--- src/spc_consts.svh ---
// constants for the strap and shared serial pin configuration block
`ifndef SPC_CONSTS_SVH
`define SPC_CONSTS_SVH

// ------------------------------------------------------------
// synchroniser and strap timing
// ------------------------------------------------------------
`define SPC_SYNC_STAGES    2
`define SPC_SYNC_RST       8'hFF
`define SPC_STRAP_WAIT     2'h3

// ------------------------------------------------------------
// strap encodings
// ------------------------------------------------------------
`define SPC_MODE_EEPROM    1'h1
`define SPC_FPM_ENABLED    1'h0

// ------------------------------------------------------------
// bit positions in the synchronised input vector
// ------------------------------------------------------------
`define SPC_BIT_OC_LO      0
`define SPC_BIT_OC_P4      3
`define SPC_BIT_FPM        4
`define SPC_BIT_MODE       5
`define SPC_BIT_SDA        6
`define SPC_BIT_SCL        7
`define SPC_SYNC_W         8

`endif

--- src/spc_pkg.sv ---
// types for the strap and shared serial pin configuration block
package spc_pkg;

  // strap capture sequence after reset release
  typedef enum logic [1:0] {
    SPC_ST_WAIT   = 2'b00,
    SPC_ST_SAMPLE = 2'b01,
    SPC_ST_RUN    = 2'b10
  } spc_state_e;

endpackage

--- src/spc_sync.sv ---
// two flip-flop synchroniser for a vector of pin inputs
`timescale 1ns/1ps
`default_nettype none

module spc_sync #(
  parameter int          WIDTH = 8,
  parameter logic [WIDTH-1:0] RST_VAL = '1
) (
  // clock and reset
  input  wire logic             ref_clk,
  input  wire logic             nrst,
  // data
  input  wire logic [WIDTH-1:0] async_in,
  output var  logic [WIDTH-1:0] sync_out
);

  logic [WIDTH-1:0] meta_r;

  // first stage feeds only the second stage
  always_ff @(posedge ref_clk or negedge nrst) begin
    if (!nrst) begin
      meta_r   <= RST_VAL;
      sync_out <= RST_VAL;
    end else begin
      meta_r   <= async_in;
      sync_out <= meta_r;
    end
  end

endmodule // spc_sync

`default_nettype wire

--- src/spc_pin_config.sv ---
// strap capture, shared serial pin routing and overcurrent sensing
//
// Functional notes
// port-4 overcurrent input is active low
// ganged mode accepts overcurrent on any input
// mode strap at reset: 1 EEPROM, 0 SMBus
// EEPROM mode: pins are controller clock/data
// SMBus mode: pins are target, host drives
// status enable drives suspend state on strap pin
// power strap 0 enables switching and overcurrent
// power strap 1 disables and ignores overcurrent
// SMBus address bit 1 from power strap
// sampled straps hold until next reset
`timescale 1ns/1ps
`default_nettype none
`include "spc_consts.svh"

module spc_pin_config (
  // clock and reset
  input  wire logic       ref_clk,
  input  wire logic       nrst,
  // strap pins
  input  wire logic       serial_mode_strap_n,
  output var  logic       suspend_pin_out,
  output var  logic       suspend_pin_oe,
  input  wire logic       full_power_mgmt_strap_n,
  // overcurrent pins, ports 1 to 3 and port 4
  input  wire logic [2:0] port_overcurrent_n,
  input  wire logic       port4_overcurrent_n,
  // shared serial pins, open drain
  input  wire logic       scl_in,
  output var  logic       scl_out,
  output var  logic       scl_oe,
  input  wire logic       sda_in,
  output var  logic       sda_out,
  output var  logic       sda_oe,
  // core controls
  input  wire logic       status_output_enable,
  input  wire logic       upstream_suspended,
  input  wire logic       ganged_enable,
  input  wire logic       eep_scl_low,
  input  wire logic       eep_sda_low,
  input  wire logic       tgt_scl_low,
  input  wire logic       tgt_sda_low,
  // core status
  output var  logic       straps_valid,
  output var  logic       eeprom_mode,
  output var  logic       smbus_target_addr_strap_bit1,
  output var  logic       power_switch_enable,
  output var  logic [3:0] overcurrent_port,
  output var  logic       overcurrent_ganged,
  output var  logic       scl_level,
  output var  logic       sda_level,
  output var  logic       scl_rise,
  output var  logic       scl_fall
);

  // ------------------------------------------------------------
  // input synchronisation
  // ------------------------------------------------------------
  logic [`SPC_SYNC_W-1:0] sync_v;

  spc_sync #(
    .WIDTH   (`SPC_SYNC_W),
    .RST_VAL (`SPC_SYNC_RST)
  ) u_sync (
    .ref_clk  (ref_clk),
    .nrst     (nrst),
    .async_in ({scl_in, sda_in, serial_mode_strap_n, full_power_mgmt_strap_n,
                port4_overcurrent_n, port_overcurrent_n}),
    .sync_out (sync_v)
  );

  wire       mode_s = sync_v[`SPC_BIT_MODE];
  wire       fpm_s  = sync_v[`SPC_BIT_FPM];
  wire       scl_s  = sync_v[`SPC_BIT_SCL];
  wire       sda_s  = sync_v[`SPC_BIT_SDA];
  wire [3:0] oc_n_s = sync_v[`SPC_BIT_OC_P4:`SPC_BIT_OC_LO];

  // ------------------------------------------------------------
  // strap capture sequence
  // ------------------------------------------------------------
  spc_pkg::spc_state_e state_r;
  spc_pkg::spc_state_e state_nxt;
  logic [1:0]          wait_r;
  logic                mode_r;
  logic                fpm_r;
  logic                pse_r;

  always_comb begin
    state_nxt = state_r;
    unique case (state_r)
      spc_pkg::SPC_ST_WAIT: begin
        if (wait_r == `SPC_STRAP_WAIT) state_nxt = spc_pkg::SPC_ST_SAMPLE;
      end
      spc_pkg::SPC_ST_SAMPLE: state_nxt = spc_pkg::SPC_ST_RUN;
      spc_pkg::SPC_ST_RUN:    state_nxt = spc_pkg::SPC_ST_RUN;
      default:                state_nxt = spc_pkg::SPC_ST_WAIT;
    endcase
  end

  wire sample_now = (state_r == spc_pkg::SPC_ST_SAMPLE);
  wire running    = (state_r == spc_pkg::SPC_ST_RUN);

  always_ff @(posedge ref_clk or negedge nrst) begin
    if (!nrst) begin
      state_r <= spc_pkg::SPC_ST_WAIT;
      wait_r  <= 2'h0;
    end else begin
      state_r <= state_nxt;
      wait_r  <= (wait_r == `SPC_STRAP_WAIT) ? wait_r : wait_r + 2'h1;
    end
  end

  // straps are taken once, then frozen until reset
  always_ff @(posedge ref_clk or negedge nrst) begin
    if (!nrst) begin
      mode_r <= 1'h1;
      fpm_r  <= 1'h1;
      pse_r  <= 1'h0;
    end else if (sample_now) begin // see R3
      mode_r <= mode_s;
      fpm_r  <= fpm_s;
      pse_r  <= (fpm_s == `SPC_FPM_ENABLED); // see R7
    end
  end

  wire eeprom_sel = running && (mode_r == `SPC_MODE_EEPROM);
  wire smbus_sel  = running && (mode_r != `SPC_MODE_EEPROM);
  wire pwr_en     = running && (fpm_r == `SPC_FPM_ENABLED);    // see R7

  // ------------------------------------------------------------
  // shared serial pin routing
  // ------------------------------------------------------------
  wire scl_drive = (eeprom_sel & eep_scl_low) | (smbus_sel & tgt_scl_low); // see R4
  wire sda_drive = (eeprom_sel & eep_sda_low) | (smbus_sel & tgt_sda_low); // see R4

  logic scl_oe_r;
  logic sda_oe_r;
  logic scl_prev_r;
  logic sda_lvl_r;
  logic rise_r;
  logic fall_r;

  always_ff @(posedge ref_clk or negedge nrst) begin
    if (!nrst) begin
      scl_oe_r   <= 1'h0;
      sda_oe_r   <= 1'h0;
      scl_prev_r <= 1'h1;
      sda_lvl_r  <= 1'h1;
      rise_r     <= 1'h0;
      fall_r     <= 1'h0;
    end else begin
      scl_oe_r   <= scl_drive;
      sda_oe_r   <= sda_drive;
      scl_prev_r <= scl_s;
      sda_lvl_r  <= sda_s;
      rise_r     <= scl_s & ~scl_prev_r;
      fall_r     <= ~scl_s & scl_prev_r;
    end
  end

  // ------------------------------------------------------------
  // suspend status on the mode strap pin
  // ------------------------------------------------------------
  logic susp_out_r;
  logic susp_oe_r;

  always_ff @(posedge ref_clk or negedge nrst) begin
    if (!nrst) begin
      susp_out_r <= 1'h0;
      susp_oe_r  <= 1'h0;
    end else begin
      susp_oe_r  <= running & status_output_enable;
      susp_out_r <= running & upstream_suspended;
    end
  end

  // ------------------------------------------------------------
  // overcurrent sensing, one stage per port
  // ------------------------------------------------------------
  wire [3:0] oc_hit;
  logic [3:0] oc_r;
  logic       oc_gang_r;

  genvar gi;
  generate
    for (gi = 0; gi < 4; gi++) begin : g_oc
      assign oc_hit[gi] = pwr_en & ~oc_n_s[gi]; // see R1
      always_ff @(posedge ref_clk or negedge nrst) begin
        if (!nrst) oc_r[gi] <= 1'h0;
        else       oc_r[gi] <= oc_hit[gi];
      end
    end
  endgenerate

  // ganged: whichever input is wired counts for all ports
  always_ff @(posedge ref_clk or negedge nrst) begin
    if (!nrst) oc_gang_r <= 1'h0;
    else       oc_gang_r <= ganged_enable & (|oc_hit);
  end

  // ------------------------------------------------------------
  // outputs
  // ------------------------------------------------------------
  logic valid_r;

  always_ff @(posedge ref_clk or negedge nrst) begin
    if (!nrst) valid_r <= 1'h0;
    else       valid_r <= sample_now | valid_r;
  end

  assign suspend_pin_out              = susp_out_r;
  assign suspend_pin_oe               = susp_oe_r;
  assign scl_out                      = 1'h0;
  assign sda_out                      = 1'h0;
  assign scl_oe                       = scl_oe_r;
  assign sda_oe                       = sda_oe_r;
  assign straps_valid                 = valid_r;
  assign eeprom_mode                  = mode_r;
  assign smbus_target_addr_strap_bit1 = fpm_r;
  assign power_switch_enable          = pse_r;
  assign overcurrent_port             = oc_r;
  assign overcurrent_ganged           = oc_gang_r;
  assign scl_level                    = scl_prev_r;
  assign sda_level                    = sda_lvl_r;
  assign scl_rise                     = rise_r;
  assign scl_fall                     = fall_r;
endmodule // spc_pin_config

`default_nettype wire

--- config.mk ---
export PLATFORM = sky130hd
export DESIGN_NAME = spc_pin_config
export DESIGN_NICKNAME = d
export VERILOG_FILES = /design/src/spc_pkg.sv /design/src/spc_sync.sv /design/src/spc_pin_config.sv
export VERILOG_INCLUDE_DIRS = /design/src
export SDC_FILE = /design/constraint.sdc
export NUM_CORES = 1
export LEC_CHECK = 0
export ABC_CLOCK_PERIOD_IN_PS = 1900
export BUFFER_PORTS_ARGS = -buffer_cell sky130_fd_sc_hd__clkbuf_2
export CORE_MARGIN = 8
export CORE_UTILIZATION = 49
export CTS_BUF_LIST = sky130_fd_sc_hd__clkbuf_16
export CTS_CLUSTER_DIAMETER = 200
export DETAILED_ROUTE_END_ITERATION = 10
export PLACE_DENSITY_LB_ADDON = 0.1
export SETUP_SLACK_MARGIN = 0.5
export SLEW_MARGIN = 10
export SYNTH_ARGS = -nofsm -noshare
export SYNTH_HDL_FRONTEND = slang
export SYNTH_SLANG_ARGS = --single-unit
--- constraint.sdc ---
create_clock -name ref_clk -period 1.9 [get_ports ref_clk]
set_clock_uncertainty 0.2 [all_clocks]
set_input_delay 0.095 -clock ref_clk [delete_from_list [all_inputs] [get_ports ref_clk]]
set_output_delay 0.095 -clock ref_clk [all_outputs]
set_load 0.02 [all_outputs]
* Word-level counts from Yosys, hierarchy flattened *
Cells that the tools add are included.

storage, ports and cells
  bits in registers = 37
  word-level logic and storage cells = 59

operators by class
  $add $sub $neg = 1
  equality and inequality tests = 4
  muxes and demuxes = 2
  bitwise gates (word level) = 25
  reduce and logical (&&, ||, !) cells = 6

operators with widths
  operator                                                          number
  1-bit AND                                                         13
  1-bit NOT                                                         9
  2-bit == test (second input constant)                             2
  2-bit case mux with 2 select lines                                1
  4-bit OR reduction                                                1
  1-bit logical AND                                                 3
  1-bit bitwise OR                                                  3
  2-bit by 1-bit adder with 2-bit output (second input constant)    1
  2-bit by 1-bit == test with 1-bit output (second input constant)  1
  2-bit logical NOT                                                 1
  2-bit 2-to-1 mux                                                  1
  2-bit inequality test (second input constant)                     1
  2-bit OR reduction                                                1

* Logic depth before layout (Yosys ltp) *
Gate-level depths: netlist of run 1.

  word-level depth = 5
  mapped depth = 4
  gate-level depth less buffers = 4

* Hierarchy *
From an unflattened synthesis of run 1, not the netlist that was laid out.

second synthesis, totals
  cells, all modules = 72
  area total of the unflattened synthesis = 1,241.2 sq um

by module, submodules not included
  module          instances  cells an instance  area each (sq um)
  spc_pin_config  1          56                 820.8
  spc_sync        1          16                 420.4

* Least setup slack after synthesis of run 1 *
OpenSTA, ideal clock, no wires.

  path kind = register to register
  start = register wait_r[0]
  end = register state_r[0]
  library setup time = 0.125 ns
  arrival time = 1.038 ns
  required time = 1.575 ns
  slack = 0.537 ns
  cell stages (with the launch flop) = 4
  path buffers = 0
  clock period less this slack = 1.363 ns
  cell sequence = dfrtp_1 > ha_1 > nand2b_4 > mux2_4

on the way
  longest elaborated chain between the ends = 2

ends and longest elaborated chain
  item                                    RTL line               source
  start, declared                         spc_pin_config.sv:85   logic [1:0] wait_r;
  start signal, assigned                  spc_pin_config.sv:111  wait_r <= (wait_r == `SPC_STRAP_WAIT) ? wait_r : wait_r + 2'h1;
  2-bit == test (no source line)          -
  2-bit inequality test (no source line)  -
  end signal, assigned                    spc_pin_config.sv:107  state_r <= spc_pkg::SPC_ST_WAIT;
  end signal, assigned                    spc_pin_config.sv:110  state_r <= state_nxt;
  end, declared                           spc_pin_config.sv:83   spc_pkg::spc_state_e state_r;

No other way between the ends.
A chain may end at the register's enable or synchronous reset.

* Final worst setup path of run 1 *
  start = register state_r[1]
  end = register state_r[0]

on the way
  longest elaborated chain between the ends = 3
  elaborated cells on any way between the ends = 6
  classes of those cells = 3 x eq/ne; 1 x mux; 2 x reduce/logical

ends and longest elaborated chain
  item                                                                              RTL line              source
  2-bit by 1-bit == test with 1-bit output / 2-bit == test (equally long branches)  spc_pin_config.sv:92  unique case (state_r)
  2-bit OR reduction (no source line)                                               -
  2-bit case mux with 2 select lines                                                spc_pin_config.sv:92

Parallel ways exist; a longest one is shown, timed or not.

==> impl_metrics.tcl, run 1 <==
set metrics [dict create \
    status "complete, no violations" \
    first_iter_violations 14 \
    yosys_warnings 0 \
    final_cell_mix "clkbuf_2 (33), dfstp_2 (20), dfrtp_1 (17)" \
    wire_per_inst_um 13.6 \
    grt_pass1_wl_mm 3.82 \
    finish.instance_area_um2 1790 \
    die_h_um 66.3 \
    io_buffer_count 33 \
    tightestPinTransition_ns 0.563 \
    rsz0062_at_grt "true" \
    clock_latency_ns 0.27 \
    power.density_nw_per_um2 974 \
    dp_hpwl_mm 1.49 \
    setup.worst_path.start "state_r[1]" \
    timing.rr.start "state_r[1]" \
    fin_crit_ns 1.38 \
    start_util_pct 51.0 \
    netlist_top_cells_area "dfstp_2 (42%), dfrtp_1 (34%), ha_1 (5.0%), mux2_2 (2.7%), mux2i_1 (2.4%)" \
    synth_area_um2 1240 \
    slew_violations 0 \
    final_common_cell "clkbuf_2" \
    place.gp.congestion 0.684 \
    relSlewSlack_pct 62.5 \
    layout.cells.non_filler 163 \
    grt_max_degree 26 \
    rows 18 \
    critPathKind "reg2reg" \
    die_w_um 66.3 \
    numCtsBuffers 5 \
    fill_cells 163 \
    tritoncts "built" \
    grt_use_total_pct 11.5 \
    required_ns 1.85 \
    reg2reg_slack_ns 0.52 \
    core_um2 2430 \
    dp.cells 136 \
    antenna_cells 0 \
    routed_via_density 4.42 \
    grt_antenna_before_repair 0 \
    routed_wl_mm 2.21 \
    cp.arrival_ns 1.33 \
    fin_nets 154 \
    cp_max_fo 3 \
    syn_inst 72 \
    ys_types 18 \
    syn_to_final_growth_pct 44.1 \
    placedInstanceArea_um2 1450 \
    cts_root_buf "clkbuf_16" \
    syn_area_per_cell_um2 17.2 \
    drc_errors 0 \
    grt_overflow 0 \
    dp_slack_ns 0.491 \
    htreeDepth 2 \
    reg2regPathDepth 4 \
    drive_gt1_share_pct 60.2 \
    clockBufferDepth 2 \
    synth_top_area_cell "dfstp_2" \
    yosys_register_bits 37 \
    r2r-end "state_r[0]" \
    cap_violations 0 \
    fmax_mhz 727 \
    drt_first_pass_iters 2 \
    io_pins 36 \
    tns_ns 0 \
    path_clk_slew_ns 0.05 \
    synth_top_area_share_pct 42.3 \
    p_leak_nw 0.848 \
    vias 721 \
    hp-class "in2async" \
    fin_ws_ns 0.525 \
    final_hold_viol_count 0 \
    die-area_um2 4400 \
    post-route-period-util_pct 72.4 \
    endpoint_kind "register" \
    worstSetupEndpoint "state_r[0]" \
    ant_nets 0 \
    crit_path_start_kind "register" \
    ys_seq_area_share_pct 76.6 \
    vdd_drop_max_v 0.00106 \
    cts.sinks 37 \
    setup_viol 0 \
    finalPower_mw 1.74 \
    grt_pass1_vias 832 \
]
worst max-delay path: stages (launching register included):
cell	delay [ns]
dfrtp_1	0.42
inv_2	0.09
ha_2	0.19
nand2b_4	0.06
mux2_4	0.30
cell usage after synthesis:
master,number
dfstp_2,20
dfrtp_1,17
ha_1,5
nor2_1,4
nor2b_1,4
inv_1,3
mux2_2,3
mux2i_1,3
and2_1,2
buf_4,2
mux2_4,2
and4_1,1
conb_1,1
nand2b_1,1
nand2b_4,1
nor3b_1,1
or2_2,1
xnor2_1,1
kinds of logic after synthesis:
logic type | share of synthesized area [%]
other cells | 0.302
simple gates | 7.66
mux | 7.56
flops | 76.6
fa+ha+maj | 5.04
buf+inv | 2.12
xor+xnor | 0.706
layout make-up:
| class | instances | area [um^2] | area share (%) |
|---|---|---|---|
| multi-input cells | 31 | 283 | 15.8 |
| well taps | 30 | 37.5 | 2.10 |
| clock buffers | 5 | 125 | 7.00 |
| repair buffers | 54 | 363 | 20.3 |
| flip-flops and latches | 37 | 951 | 53.2 |
| clock inverters | 3 | 17.5 | 0.980 |
| inverters | 3 | 11.3 | 0.630 |
timing repair:
action	in CTS	in global routing
hold buffers	16	0
setup endpoints to repair	4	6
hold endpoints to repair	36	0
pin swaps	0	1
resized for setup	2	5
setup buffers	0	3
layer usage:
| layer | track usage (%) | routed length [um] | part of all wire (%) |
|---|---|---|---|
| met1 | 12.6 | 934 | 42 |
| met5 | 0 | 0 | 0 |
| met4 | 5.60 | 12 | 0.54 |
| met3 | 5.59 | 196 | 8.9 |
| met2 | 18.1 | 1070 | 48 |
through the flow:
step / hold slack (ns) / utilization, %
2_1_floorplan: -0.401 / -
3_3_place_gp: -0.0957 / 59.5
3_5_place_dp: -0.0885 / 59.5
4_1_cts: 0.154 / 72.2
5_1_grt: 0.159 / 73.5
6_report: 0.151 / 73.5
flip-flops by register name, indices dropped and copies added (netlist names), 2 cells and up:
name and count:
overcurrent_port 4, state_r 2, u_sync.meta_r 8, u_sync.sync_out 8, wait_r 2
worst min-delay path by stage:
stage / from / endpoint / cells past startpoint
2_1_floorplan: nrst / overcurrent_ganged / 0
3_3_place_gp: nrst / scl_rise / 1
3_5_place_dp: nrst / scl_fall / 1
4_1_cts: u_sync.meta_r[0] / u_sync.sync_out[0] / 0
5_1_grt: u_sync.meta_r[3] / u_sync.sync_out[3] / 0
6_report: nrst / scl_fall / 2
where the power goes:
group	leakage, nW	total (mW)	internal [mW]	switching (mW)
clock network	0.0696	0.763	0.479	0.284
logic	0.371	0.123	0.0573	0.0656
registers	0.408	0.856	0.842	0.0145
Power figures use the tool's default switching activity.
==> inputs of run 2 (changes only) <==
--- a/config.mk
+++ b/config.mk
@@ -6,10 +6,10 @@
 export SDC_FILE = /design/constraint.sdc
 export NUM_CORES = 1
 export LEC_CHECK = 0
-export ABC_CLOCK_PERIOD_IN_PS = 1900
+export ABC_CLOCK_PERIOD_IN_PS = 1200
 export BUFFER_PORTS_ARGS = -buffer_cell sky130_fd_sc_hd__clkbuf_2
 export CORE_MARGIN = 8
-export CORE_UTILIZATION = 49
+export CORE_UTILIZATION = 44
 export CTS_BUF_LIST = sky130_fd_sc_hd__clkbuf_16
 export CTS_CLUSTER_DIAMETER = 200
 export DETAILED_ROUTE_END_ITERATION = 10
==> constraint.sdc (replaced) <==
create_clock -name ref_clk -period 1.2 [get_ports ref_clk]
set_clock_uncertainty 0.2 [all_clocks]
set_input_delay 0.06 -clock ref_clk [delete_from_list [all_inputs] [get_ports ref_clk]]
set_output_delay 0.06 -clock ref_clk [all_outputs]
set_load 0.02 [all_outputs]
==> impl_metrics.tcl, run 2 (synthesized netlist as in run 1, its figures left out) <==
set metrics [dict create \
    cts_root_buf "clkbuf_16" \
    cp.arrival_ns 1.29 \
    tns_ns -0.720 \
    antenna_cells 0 \
    grt_pass1_vias 807 \
    grt_overflow 0 \
    io_pins 36 \
    drt_first_pass_iters 4 \
    postLayoutCoreUtil_pct 74.0 \
    dp_hpwl_mm 1.50 \
    use_met2_pct 16.4 \
    grt_antenna_before_repair 0 \
    required_ns 1.16 \
    path_clk_slew_ns 0.06 \
    tritoncts "built" \
    crit_path_start_kind "register" \
    core_um2 2710 \
    rows 19 \
    critPathKind "reg2reg" \
    post-route-period-util_pct 111 \
    die_h_um 69.1 \
    syn_to_final_growth_pct 61.5 \
    die_w_um 69.1 \
    drive_gt1_share_pct 65.7 \
    fin_nets 155 \
    clockBufferDepth 2 \
    grt_pass1_wl_mm 4.00 \
    whs_ns -0.552 \
    final_hold_viol_count 42 \
    clock_latency_ns 0.28 \
    setup_viol 12 \
    grt_max_degree 16 \
    ctsHoldBuffers 8 \
    vdd_drop_max_v 0.00160 \
    p_leak_nw 0.935 \
    wire_per_inst_um 14.3 \
    fmax_mhz 751 \
    cp_max_fo 2 \
    power.density_nw_per_um2 1410 \
    drc_errors 0 \
    fin_crit_ns 1.33 \
    vias 730 \
    status "finished, violations left" \
    fin_ws_ns -0.132 \
    htreeDepth 2 \
    grt_use_total_pct 11.0 \
    grt_use_met3_pct 7.73 \
    violations "hold timing, setup timing" \
    cts.sinks 37 \
    die-area_um2 4780 \
    first_iter_violations 21 \
    grt_use_met1_pct 10.9 \
    dp_slack_ns -0.156 \
    place.gp.congestion 0.712 \
    finalPower_mw 2.84 \
    start_util_pct 45.8 \
    numCtsBuffers 5 \
    rsz0062_at_grt "true" \
    busiest_layer "met2" \
    final_common_cell "dfstp_2" \
    ant_nets 0 \
    routed_via_density 4.42 \
    endpoint_kind "register" \
    final_cell_mix "dfstp_2 (20), dfrtp_1 (17), clkbuf_2 (16)" \
    routed_wl_mm 2.35 \
    slew_violations 0 \
    hp-class "in2async" \
    io_buffer_count 33 \
    cap_violations 0 \
]
-- run 2: cell count changes in the layout (fill, tap and decap cells not counted), moves of 2 or more --
cell,delta
dlygate4sd3_1,-8
clkbuf_8,+13
buf_4,+3
buf_8,+4
buf_6,+5
ha_2,-3
ha_4,+3
mux2_4,+2
mux2_2,-2
clkbuf_2,-17
-- run 2: timing repair --
action / 4_1_cts / 5_1_grt
endpoints found under the setup margin: 46 / 46
pin swaps: 2 / 1
buffers inserted: 4 / 2
gates resized for setup: 42 / 6
endpoints found under the hold margin: 50 / 42
-- run 2: metal layers --
metal	vias to the layer above	wire length, um
li1	345	-
met1	349	932
met2	31	1160
met3	5	208
met4	0	51
met5	-	0
-- run 2: final timing paths --
| path | depth (start not counted) | start | slack [ns] | endpoint |
|---|---|---|---|---|
| min in group ref_clk | 2 | status_output_enable | -0.21 | suspend_pin_oe |
| max reg2reg | 3 | wait_r[0] | -0.13 | state_r[0] |
| min | 1 | nrst | -0.55 | overcurrent_ganged |
| max | 3 | wait_r[0] | -0.13 | state_r[0] |
| min reg2reg | 0 | u_sync.meta_r[1] | 0.15 | u_sync.sync_out[1] |
| max in group asynchronous | 2 | nrst | 0.86 | u_sync.sync_out[5] |
-- run 2: per-stage QoR --
step                instance area (um^2)  std cells
detailed placement                  1530        143
global placement                    1530        143
floorplan                           1270         73
global route                        2000        165
CTS                                 1980        163
finish                              2000        165
-- run 2: layout make-up --
class	count	area (um^2)
clock buffers	5	125
clock inverters	3	17.5
fillers	165	706
inverters	3	11.3
multi-input cells	31	325
flip-flops and latches	37	951
well taps	31	38.8
repair buffers	55	536
-- run 2: worst max-delay path, cell delays in order, from the launching register on --
cell      delay [ns]
dfrtp_1         0.41
ha_4            0.17
nand2b_4        0.14
mux2_4          0.29
-- run 2: where the power goes --
group	switching (mW)	total, mW	leakage, nW	internal (mW)
clock network	0.471	1.23	0.0712	0.760
registers	0.0288	1.36	0.408	1.33
logic	0.105	0.243	0.456	0.138
==> inputs of run 3 (changes only) <==
--- a/config.mk
+++ b/config.mk
@@ -8,11 +8,15 @@
 export LEC_CHECK = 0
 export ABC_CLOCK_PERIOD_IN_PS = 1200
 export BUFFER_PORTS_ARGS = -buffer_cell sky130_fd_sc_hd__clkbuf_2
+export CAP_MARGIN = 20
+export CELL_PAD_IN_SITES_DETAIL_PLACEMENT = 0
+export CELL_PAD_IN_SITES_GLOBAL_PLACEMENT = 1
 export CORE_MARGIN = 8
-export CORE_UTILIZATION = 44
+export CORE_UTILIZATION = 36
 export CTS_BUF_LIST = sky130_fd_sc_hd__clkbuf_16
 export CTS_CLUSTER_DIAMETER = 200
 export DETAILED_ROUTE_END_ITERATION = 10
+export MAX_ROUTING_LAYER = met4
 export PLACE_DENSITY_LB_ADDON = 0.1
 export SETUP_SLACK_MARGIN = 0.5
 export SLEW_MARGIN = 10
==> impl_metrics.tcl, run 3 (synthesized netlist as in run 1, its figures left out) <==
set metrics [dict create \
    routed_wl_mm 2.25 \
    whs_ns -0.460 \
    fin_ws_ns -0.119 \
    clockBufferDepth 2 \
    dp.cells 156 \
    grt_use_met1_pct 9.77 \
    first_iter_violations 44 \
    violations "hold timing, setup timing" \
    grt_overflow 0 \
    routed_via_density 4.14 \
    critPathKind "reg2reg" \
    grt_use_total_pct 9.68 \
    slew_violations 0 \
    wire_per_inst_um 12.3 \
    drt_first_pass_iters 3 \
    grt_antenna_before_repair 0 \
    layout.cells.non_filler 183 \
    io_pins 36 \
    final_hold_viol_count 42 \
    worst-path-buf-inv 1 \
    hp-class "in2async" \
    reg2regPathDepth 4 \
    fin_nets 158 \
    fill_cells 255 \
    post-route-period-util_pct 110 \
    crit_chain "inv_4, ha_4, nand2b_4, mux2_4" \
    io_buffer_count 33 \
    place.gp.congestion 0.671 \
    required_ns 1.16 \
    finalPower_mw 2.83 \
    finish.instance_area_um2 2070 \
    crit_path_start_kind "register" \
    crit_slowest_cell "dfrtp_2" \
    crit_family "flip-flops" \
    cp_max_fo 3 \
    postLayoutCoreUtil_pct 62.2 \
    fin_crit_ns 1.32 \
    path_clk_slew_ns 0.06 \
    cts.sinks 37 \
    vias 758 \
    placedInstanceArea_um2 1540 \
    drc_errors 0 \
    grt_use_met3_pct 4.26 \
    power.density_nw_per_um2 1360 \
    numCtsBuffers 5 \
    die_w_um 74.7 \
    busiest_layer "met2" \
    grt_max_degree 38 \
    tritoncts "built" \
    die-area_um2 5580 \
    syn_to_final_growth_pct 67.1 \
    setup_viol 18 \
    ctsHoldBuffers 8 \
    endpoint_kind "register" \
    use_met2_pct 14.3 \
    cap_violations 0 \
    path_depth 4 \
    grt_pass1_wl_mm 3.75 \
    cp.arrival_ns 1.28 \
    dp_hpwl_mm 1.42 \
    final_cell_mix "dfstp_2 (20), clkbuf_2 (16), dfrtp_1 (16)" \
    p_leak_nw 0.954 \
    vdd_drop_max_v 0.000767 \
    rows 21 \
    cts_root_buf "clkbuf_16" \
    tns_ns -0.955 \
    dp_slack_ns -0.154 \
    grt_pass1_vias 799 \
    final_common_cell "dfstp_2" \
    antenna_cells 0 \
    rsz0062_at_grt "true" \
    slowest_delay_ns 0.43 \
    fmax_mhz 758 \
    ant_nets 0 \
    drive_gt1_share_pct 69.3 \
    clock_latency_ns 0.28 \
    htreeDepth 2 \
    die_h_um 74.7 \
    core_um2 3340 \
    start_util_pct 37.2 \
    status "finished, violations left" \
]
==> run 3: changes by cell type in the layout (fill, tap and decap cells not counted), sizes merged <==
cell	change
buf	+3
==> run 3: cell type report <==
type | count | area, um^2 | share of cell area [%]
Timing Repair Buffer | 58 | 566 | 27.3
Multi-Input combinational cell | 31 | 343 | 16.5
Inverter | 3 | 13.8 | 0.663
Clock inverter | 3 | 17.5 | 0.844
Clock buffer | 5 | 125 | 6.03
Sequential cell | 37 | 952 | 45.9
Tap cell | 46 | 57.6 | 2.77
==> run 3: worst register-to-register path: cells and delay by family (launching register included) <==
kind,cells,cell delay [ns]
adder cells (fa/ha/maj),1,0.14
multiplexers,1,0.29
flip-flops,1,0.43
AND/OR/NAND/NOR,1,0.06
buffers and inverters,1,0.08
==> run 3: worst paths after layout <==
check / startpoint / endpoint / slack, ns
worst min register to register: u_sync.meta_r[5] / u_sync.sync_out[5] / 0.15
max in group asynchronous: nrst / u_sync.meta_r[5] / 1.01
min in group ref_clk: status_output_enable / suspend_pin_oe / -0.20
worst max-delay path: state_r[0] / state_r[0] / -0.12
worst min-delay path: nrst / straps_valid / -0.46
worst max register to register: state_r[0] / state_r[0] / -0.12
==> run 3: what timing repair did <==
action / CTS / global route
endpoints found under the hold margin: 50 / 42
pin swaps: 2 / 3
setup endpoints to repair: 46 / 46
buffers inserted: 6 / 5
gates resized for setup: 40 / 14
==> run 3: per-layer routing <==
| layer | share of wire (%) | vias up |
|---|---|---|
| li1 | - | 353 |
| met1 | 38 | 371 |
| met2 | 49 | 28 |
| met3 | 10 | 6 |
| met4 | 3.2 | 0 |
| met5 | 0 | - |
==> run 3: power breakdown <==
group          total [mW]  internal, mW  leakage, nW  switching (mW)
sequential           1.36          1.33        0.406          0.0253
clock                1.23         0.760       0.0712           0.466
combinational       0.243         0.139        0.477           0.104
total                2.83          2.23        0.954           0.596
